**src/verilog/lvreg_pkg.sv**
```systemverilog
// How it works
// The monitor register low nibble holds the 4-bit code of the higher LED voltage, 0 below 3.2V, 0.1V per step.
// Manual mode lets software request conversions while automatic conversions keep running.
// Automatic mode starts a conversion every time a flash pulse begins.
// With the shutdown bit set no conversion is performed; cleared (default) the converter runs.
// The read-only done flag reads 0 during and after reset and goes to 1 when a result is valid.
// A read of the monitor register clears the done flag, except in the cycle a conversion finishes.
// A conversion starts a programmable delay after the done flag falls, 250us per code step up to 8ms.
// The delay applies to manual and automatic conversions alike.
// The no-delay bit makes the conversion start at once after the done flag falls.
// Supply monitor enable in bit 0 (default off), threshold in bits 2:1, default 2.9V.
// Flash-time supply watch enable in bit 3 (default off), threshold in bits 5:4, same encoding.
// Two source bits choose the privacy channels, channel one on and channel two off by default.
// Privacy-terminate chooses whether privacy comes back after a flash pulse, default stays off.
// A 3-bit privacy level sets 10% to 80% of minimum torch current, default 10%.
// Unused bits read as zero and ignore writes.
package lvreg_pkg;
  // ****************************************
  // Register addresses
  // ****************************************
  localparam logic [7:0] LVREG_ADDR_MON   = 8'h00;
  localparam logic [7:0] LVREG_ADDR_DELAY = 8'h01;
  localparam logic [7:0] LVREG_ADDR_VIN   = 8'h02;
  localparam logic [7:0] LVREG_ADDR_PRIV  = 8'h03;

  // ****************************************
  // Field layout and reset values
  // ****************************************
  localparam int          LVREG_MON_MANUAL_BIT = 4;
  localparam int          LVREG_MON_SHDN_BIT   = 5;
  localparam int          LVREG_MON_DONE_BIT   = 6;
  localparam int          LVREG_DLY_NODLY_BIT  = 5;
  localparam logic [7:0]  LVREG_DELAY_MASK     = 8'h3F;
  localparam logic [7:0]  LVREG_VIN_MASK       = 8'h3F;
  localparam logic [7:0]  LVREG_PRIV_MASK      = 8'h3F;
  localparam logic [7:0]  LVREG_DELAY_RST      = 8'h00;
  localparam logic [7:0]  LVREG_VIN_RST        = 8'h00;
  localparam logic [7:0]  LVREG_PRIV_RST       = 8'h18;

  // ****************************************
  // Timing
  // ****************************************
  localparam int          LVREG_CLK_HZ         = 50_000_000;
  localparam int          LVREG_STEP_US        = 250;
  localparam int          LVREG_STEP_CYC       = LVREG_STEP_US * (LVREG_CLK_HZ / 1_000_000);
  localparam int          LVREG_CONV_CYC       = 16;

  typedef enum logic [1:0] {LVREG_IDLE, LVREG_WAIT, LVREG_CONV} lvreg_state_e;

  typedef struct packed {
    logic       wr;
    logic       rd;
    logic [7:0] addr;
    logic [7:0] wdata;
  } lvreg_req_s;
endpackage

```
**src/verilog/lvreg_top.sv**
```systemverilog
`timescale 1ns/1ps
module lvreg_top #(
  parameter int STEP_CYC = lvreg_pkg::LVREG_STEP_CYC, // Cycles per delay step
  parameter int CONV_CYC = lvreg_pkg::LVREG_CONV_CYC  // Cycles a conversion takes
) (
  input  wire logic                 core_clk,      // Device clock
  input  wire logic                 rst_n,         // Synchronous reset, active low
  input  wire lvreg_pkg::lvreg_req_s req,          // Register access, one-cycle strobes
  output logic [7:0]                rdata_ff,      // Read data, valid cycle after rd
  input  wire logic                 flash_start,   // Flash pulse begins, one cycle
  input  wire logic                 flash_end,     // Flash pulse ends, one cycle
  input  wire logic                 manual_req,    // Software conversion request pulse
  input  wire logic [3:0]           adc_code,      // Analog result, higher channel voltage
  output logic                      adc_sample_ff, // Converter sampling window
  output logic                      vin_en_ff,     // Supply monitor enable
  output logic [1:0]                vin_th_ff,     // Supply monitor threshold code
  output logic                      flash_supply_watch_ff, // Flash-time supply watch enable
  output logic [1:0]                flash_th_ff,   // Flash-time threshold code
  output logic                      channel_one_source_ff, // Channel one lights in privacy
  output logic                      channel_two_source_ff, // Channel two lights in privacy
  output logic [2:0]                privacy_level_ff,      // Privacy current code
  output logic                      privacy_on_ff  // Privacy indicator active
);
  import lvreg_pkg::*;

  // ****************************************
  // Register storage
  // ****************************************
  logic [3:0]   result_ff;
  logic         manual_ff;
  logic         shdn_ff;
  logic         done_ff;
  logic [7:0]   delay_ff;
  logic [7:0]   vin_ff;
  logic [7:0]   priv_ff;
  lvreg_state_e state_ff;
  // 19 bits: the longest wait is 32 steps of 12500 cycles, beyond 18 bits
  logic [18:0]  cnt_ff;
  logic         pend_ff;

  function automatic logic hit(input lvreg_req_s r, input logic [7:0] a);
    hit = (r.addr == a);
  endfunction

  wire mon_rd   = req.rd && hit(req, LVREG_ADDR_MON);
  wire conv_end = (state_ff == LVREG_CONV) && (cnt_ff == 19'(CONV_CYC - 1));
  // Delay total: (code+1) steps, or none when the no-delay bit is set
  wire [18:0] wait_cyc = delay_ff[LVREG_DLY_NODLY_BIT] ? 19'h0_0000 :
                         19'((int'(delay_ff[4:0]) + 1) * STEP_CYC - 1);
  wire trig = !shdn_ff && (flash_start || (manual_ff && manual_req));

  always_ff @(posedge core_clk) begin
    if (!rst_n) begin
      manual_ff <= 1'b0;
      shdn_ff   <= 1'b0;
    end else if (req.wr && hit(req, LVREG_ADDR_MON)) begin
      manual_ff <= req.wdata[LVREG_MON_MANUAL_BIT];
      shdn_ff   <= req.wdata[LVREG_MON_SHDN_BIT];
    end
  end

  always_ff @(posedge core_clk) begin
    if (!rst_n) begin
      delay_ff <= LVREG_DELAY_RST;
      vin_ff   <= LVREG_VIN_RST;
      priv_ff  <= LVREG_PRIV_RST;
    end else if (req.wr) begin
      if (hit(req, LVREG_ADDR_DELAY)) delay_ff <= req.wdata & LVREG_DELAY_MASK;
      if (hit(req, LVREG_ADDR_VIN))   vin_ff   <= req.wdata & LVREG_VIN_MASK;
      if (hit(req, LVREG_ADDR_PRIV))  priv_ff  <= req.wdata & LVREG_PRIV_MASK;
    end
  end

  // ****************************************
  // Conversion sequencer
  // ****************************************
  // A trigger during a running conversion is held pending rather than dropped
  always_ff @(posedge core_clk) begin
    if (!rst_n) begin
      state_ff <= LVREG_IDLE;
      cnt_ff   <= 19'h0_0000;
      pend_ff  <= 1'b0;
    end else if (shdn_ff) begin
      state_ff <= LVREG_IDLE;
      cnt_ff   <= 19'h0_0000;
      pend_ff  <= 1'b0;
    end else begin
      case (state_ff)
        LVREG_IDLE: begin
          if (trig || pend_ff) begin
            state_ff <= LVREG_WAIT;
            cnt_ff   <= 19'h0_0000;
            pend_ff  <= 1'b0;
          end
        end
        LVREG_WAIT: begin
          if (trig) pend_ff <= 1'b1;
          if (cnt_ff >= wait_cyc) begin
            state_ff <= LVREG_CONV;
            cnt_ff   <= 19'h0_0000;
          end else begin
            cnt_ff <= cnt_ff + 19'h0_0001;
          end
        end
        LVREG_CONV: begin
          if (trig) pend_ff <= 1'b1;
          if (conv_end) begin
            state_ff <= LVREG_IDLE;
            cnt_ff   <= 19'h0_0000;
          end else begin
            cnt_ff <= cnt_ff + 19'h0_0001;
          end
        end
        default: begin
          state_ff <= LVREG_IDLE;
          cnt_ff   <= 19'h0_0000;
        end
      endcase
    end
  end

  // Done flag: a finishing conversion wins over a same-cycle read clear
  always_ff @(posedge core_clk) begin
    if (!rst_n) begin
      done_ff   <= 1'b0;
      result_ff <= 4'h0;
    end else if (conv_end && !shdn_ff) begin
      done_ff   <= 1'b1;
      result_ff <= adc_code;
    end else if (mon_rd || trig) begin
      done_ff <= 1'b0;
    end
  end

  always_ff @(posedge core_clk) begin
    if (!rst_n) adc_sample_ff <= 1'b0;
    else        adc_sample_ff <= (state_ff == LVREG_CONV) && !conv_end && !shdn_ff;
  end

  // ****************************************
  // Read path and decoded outputs
  // ****************************************
  always_ff @(posedge core_clk) begin
    if (!rst_n) begin
      rdata_ff <= 8'h00;
    end else if (req.rd) begin
      case (req.addr)
        LVREG_ADDR_MON:   rdata_ff <= {1'b0, done_ff, shdn_ff, manual_ff, result_ff};
        LVREG_ADDR_DELAY: rdata_ff <= delay_ff;
        LVREG_ADDR_VIN:   rdata_ff <= vin_ff;
        LVREG_ADDR_PRIV:  rdata_ff <= priv_ff;
        default:          rdata_ff <= 8'h00;
      endcase
    end
  end

  always_ff @(posedge core_clk) begin
    if (!rst_n) begin
      vin_en_ff             <= 1'b0;
      vin_th_ff             <= 2'h0;
      flash_supply_watch_ff <= 1'b0;
      flash_th_ff           <= 2'h0;
      channel_one_source_ff <= 1'b1;
      channel_two_source_ff <= 1'b0;
      privacy_level_ff      <= 3'h0;
    end else begin
      vin_en_ff             <= vin_ff[0];
      vin_th_ff             <= vin_ff[2:1];
      flash_supply_watch_ff <= vin_ff[3];
      flash_th_ff           <= vin_ff[5:4];
      channel_one_source_ff <= priv_ff[4];
      channel_two_source_ff <= priv_ff[5];
      privacy_level_ff      <= priv_ff[2:0];
    end
  end

  // Privacy goes dark during the flash and returns only if terminate is clear
  always_ff @(posedge core_clk) begin
    if (!rst_n)           privacy_on_ff <= 1'b1;
    else if (flash_start) privacy_on_ff <= 1'b0;
    else if (flash_end)   privacy_on_ff <= !priv_ff[3];
  end
endmodule

```
**config.mk**
```make
export PLATFORM = sky130hd
export DESIGN_NAME = lvreg_top
export DESIGN_NICKNAME = d
export VERILOG_FILES = /design/src/verilog/lvreg_pkg.sv /design/src/verilog/lvreg_top.sv
export SDC_FILE = /design/constraint.sdc
export NUM_CORES = 1
export LEC_CHECK = 0
export ABC_AREA = 1
export BUFFER_PORTS_ARGS = -buffer_cell sky130_fd_sc_hd__buf_2
export CAP_MARGIN = 30
export CORE_MARGIN = 2
export CORE_UTILIZATION = 50
export CTS_CLUSTER_SIZE = 14
export DETAILED_ROUTE_END_ITERATION = 16
export HOLD_SLACK_MARGIN = 0.03
export PLACE_DENSITY = 0.69
export SLEW_MARGIN = 5
export SYNTH_ARGS = -nofsm -noshare
export SYNTH_HDL_FRONTEND = slang
export SYNTH_SLANG_ARGS = --single-unit
```
**constraint.sdc**
```tcl
create_clock -name core_clk -period 5.9 [get_ports core_clk]
set_input_delay 1.77 -clock core_clk [delete_from_list [all_inputs] [get_ports core_clk]]
set_output_delay 1.77 -clock core_clk [all_outputs]
set_load 0.05 [all_outputs]
```
==> qor.txt <==
SYNTH
----------------------------------------------------------------------------------
Post-synth net total ................................................          857
Most used DFF post-synth ............................................      dfxtp_1
Netlist area before placement .......................................     5090 um2
YS warnings .........................................................            0
Library cell with the largest summed area after synthesis ...........      dfxtp_1
Count of different cell masters after synthesis .....................           41
Synthesis-stage register bit count ..................................           67
Mean Syn Cell Area ..................................................     6.66 um2
Post-synth EDFFs ....................................................            0
Post-synthesis cell count ...........................................          765
Fraction of synthesis flops using an asynchronous set or reset pin ..           0%
Sequential fraction of the synthesis area ...........................        26.3%
Most common cell in the synthesized netlist .........................      nand2_1
Largest cells by area after synthesis ............................... dfxtp_1 26%, ha_1 15%, nand2_1 15%
Share of the synthesized area in the top cell type ..................        26.3%
Ranking of synthesized cells by instance count ...................... 200 x nand2_1, 115 x inv_1, 77 x nor2_1

SETUP PATH
----------------------------------------------------------------------------------
Critical path's slowest cell ........................................         fa_1
Critical path class ................................................. flip-flop to flip-flop
Data required time of the worst path ................................      6180 ps
Crit path capture type ..............................................    flip-flop
Critical path startpoint category ...................................    flip-flop
Maximum fanout encountered on the critical timing path ..............           14
Data arrival time of the critical path ..............................      5640 ps
Most Frequent Cell on Critical Path .................................      nand2_1
Peak per-stage delay on the critical path ...........................       510 ps

CTS
----------------------------------------------------------------------------------
CTS tree ............................................................        built
Number of H-tree levels .............................................            3
Clock-pin slew on the worst setup and hold paths ....................        80 ps
Number of buffers added to fix hold violations after cts ............            0
Post-CTS Setup Repair Bufs ..........................................            0
Count of instances resized after the clock tree is built ............            0
Sinks on Clock Net ..................................................           67
Deepest clock path buffer count .....................................            2
CTS Buf Count .......................................................            9
Root buffer cell ....................................................     clkbuf_8
Clock latency of the later-clocked register in the worst-skew pair ..       350 ps

ROUTE
----------------------------------------------------------------------------------
Remaining design rule violation count ...............................            0
Met3 layer wire length in the routed design .........................       463 um
Antenna viol nets, final ............................................            0
WL met1 .............................................................      5500 um
Number of detailed-routing iterations run before antenna repair .....            8
Starting DRC count in detailed routing ..............................          232
Ratio of routed vias to standard cells ..............................         5.15
Max Used Layer ......................................................         met4
Routed wire length ..................................................     11900 um
Routed via count ....................................................         4888
Average detailed-routed wire length per instance ....................      12.6 um
Detailed route wirelength on metal2 .................................      5710 um

FINAL LAYOUT
----------------------------------------------------------------------------------
Layout area overhead ................................................        11.2%
Antenna diode count .................................................            0
Count of nets after finishing .......................................          903
Count of filler cells inserted in the layout ........................         1017
Share of final-layout standard cells stronger than drive strength 1 .        11.6%

GLOBAL ROUTING
----------------------------------------------------------------------------------
Largest net degree at the start of global routing ...................           34
Number of global-route vias before repair ...........................         4572
GR Overflow Total ...................................................            0
Total GRT Usage .....................................................        22.8%
Wire length of the first global-routing pass ........................     20800 um
Initial antenna violation count .....................................            0

TIMING
----------------------------------------------------------------------------------
Post-route clock period utilization .................................        90.8%
Final setup violation count .........................................            0
Sum of negative setup slack .........................................         0 ps
Hold Fails Final Rpt ................................................            0
Max Transition Viols Final ..........................................            0
Worst-Margin Slew ...................................................       561 ps
Clock period minus worst slack ......................................      5360 ps
Worst clock skew ....................................................      8.06 ps
Maximum clock rate ..................................................    0.187 GHz
Unrepaired setup endpoints after global routing .....................           no
Rel. slew slack .....................................................        62.4%

FLOORPLANNING
----------------------------------------------------------------------------------
Site row count ......................................................           36
Starting utilization of the core area ...............................        51.9%
Io pins .............................................................           48
Die width ...........................................................       105 um
Die footprint .......................................................    11000 um2
CORE AREA ...........................................................     9820 um2
Vertical extent of the die ..........................................       105 um

PLACED DESIGN
----------------------------------------------------------------------------------
Routability congestion estimate .....................................        0.887
Port Buffer Count ...................................................           44
Half-perimeter wire length of the detailed placement result .........      9530 um

POWER AND IR DROP
----------------------------------------------------------------------------------
PnR Total Power .....................................................      1.06 mW
Leakage .............................................................      2.87 nW
Largest vdd supply drop .............................................       158 uV
Power density relative to cell area .................................   187 nW/um2

RUN
----------------------------------------------------------------------------------
Count of max-cap constraint violations ..............................            0

RUN STATUS
----------------------------------------------------------------------------------
Outcome ............................................................. finished, final reports clean

HOLD PATH
----------------------------------------------------------------------------------
Type of the worst min-delay path .................................... flip-flop to flip-flop

layout make-up:
class / instances / area, um2 / share of cell area, %
repair buffers: 46 / 235 / 4.15
clock buffers: 9 / 124 / 2.19
multi-input cells: 567 / 3260 / 57.6
clock inverters: 7 / 82.6 / 1.46
well taps: 133 / 166 / 2.94
inverters: 120 / 450 / 7.95
flip-flops and latches: 67 / 1340 / 23.7
kinds of logic (layout without fill, tap and decap cells):
| family | count (synthesis) | in the layout | share of synthesized area [%] |
|---|---|---|---|
| flops | 67 | 67 | 26.3 |
| simple gates | 380 | 380 | 32.9 |
| xor+xnor | 15 | 15 | 2.58 |
| fa+ha+maj | 65 | 65 | 16.7 |
| buf+inv | 131 | 182 | 10.2 |
| compound gates | 106 | 106 | 11.1 |
| other cells | 1 | 1 | 0.0736 |
power breakdown:
group	internal [mW]	switching, mW
Clock	0.202	0.201
Combinational	0.0520	0.132
Sequential	0.463	0.00652
worst paths after layout:
check / from / to / slack [ps] / cells after the start
max reg2reg: delay_ff[0] / cnt_ff[6] / 540 / 34
min: result_ff[3] / result_ff[3] / 450 / 2
min reg2reg: result_ff[3] / result_ff[3] / 450 / 2
max: delay_ff[0] / cnt_ff[6] / 540 / 34
critical path: cells and delay by family, from the launching register on:
kind	cells	cell delay, ps
simple gates	23	2300
buf+inv	5	280
flops	1	390
fa+ha+maj	6	2300
stage by stage:
stage	hold WS (ps)	utilization, %	instances	area [um2]	setup slack [ps]
after floorplan	417	-	765	5090	926
after global placement	434	55.2	933	5430	401
after detailed placement	436	55.2	933	5430	277
after CTS	450	57.4	949	5630	267
after global routing	465	57.7	949	5670	6.42
final	446	57.7	949	5670	543
layout by cell type (no fill, tap or decap), types with 4 or more instances in the layout:
| master | count |
|---|---|
| nand4_1 | 16 |
| dfxtp_1 | 66 |
| a21oi_1 | 46 |
| clkbuf_8 | 9 |
| nor2_2 | 5 |
| o21ai_0 | 41 |
| xor2_1 | 12 |
| nor3_1 | 10 |
| fa_1 | 5 |
| ha_1 | 57 |
| nor2_1 | 76 |
| buf_2 | 44 |
| inv_1 | 115 |
| nand2_1 | 200 |
| nand3b_1 | 4 |
| o21ai_1 | 7 |
| nand2_2 | 4 |
| inv_2 | 5 |
| nand3_1 | 48 |
metal layers:
| layer | global-route usage, % | vias to the layer above |
|---|---|---|
| li1 | - | 2553 |
| met3 | 3.31 | 16 |
| met2 | 38.9 | 125 |
| met1 | 28.9 | 2194 |
| met4 | 8.76 | 0 |
| met5 | 0 | - |
sequential cells by signal, summed over array words and instances (netlist names), 2 cells and up:
register	count
priv_ff	6
vin_ff	6
rdata_ff	7
flash_th_ff	2
cnt_ff	19
delay_ff	6
state_ff	2
privacy_level_ff	3
result_ff	4
vin_th_ff	2
(Power assumes the default switching activity.)
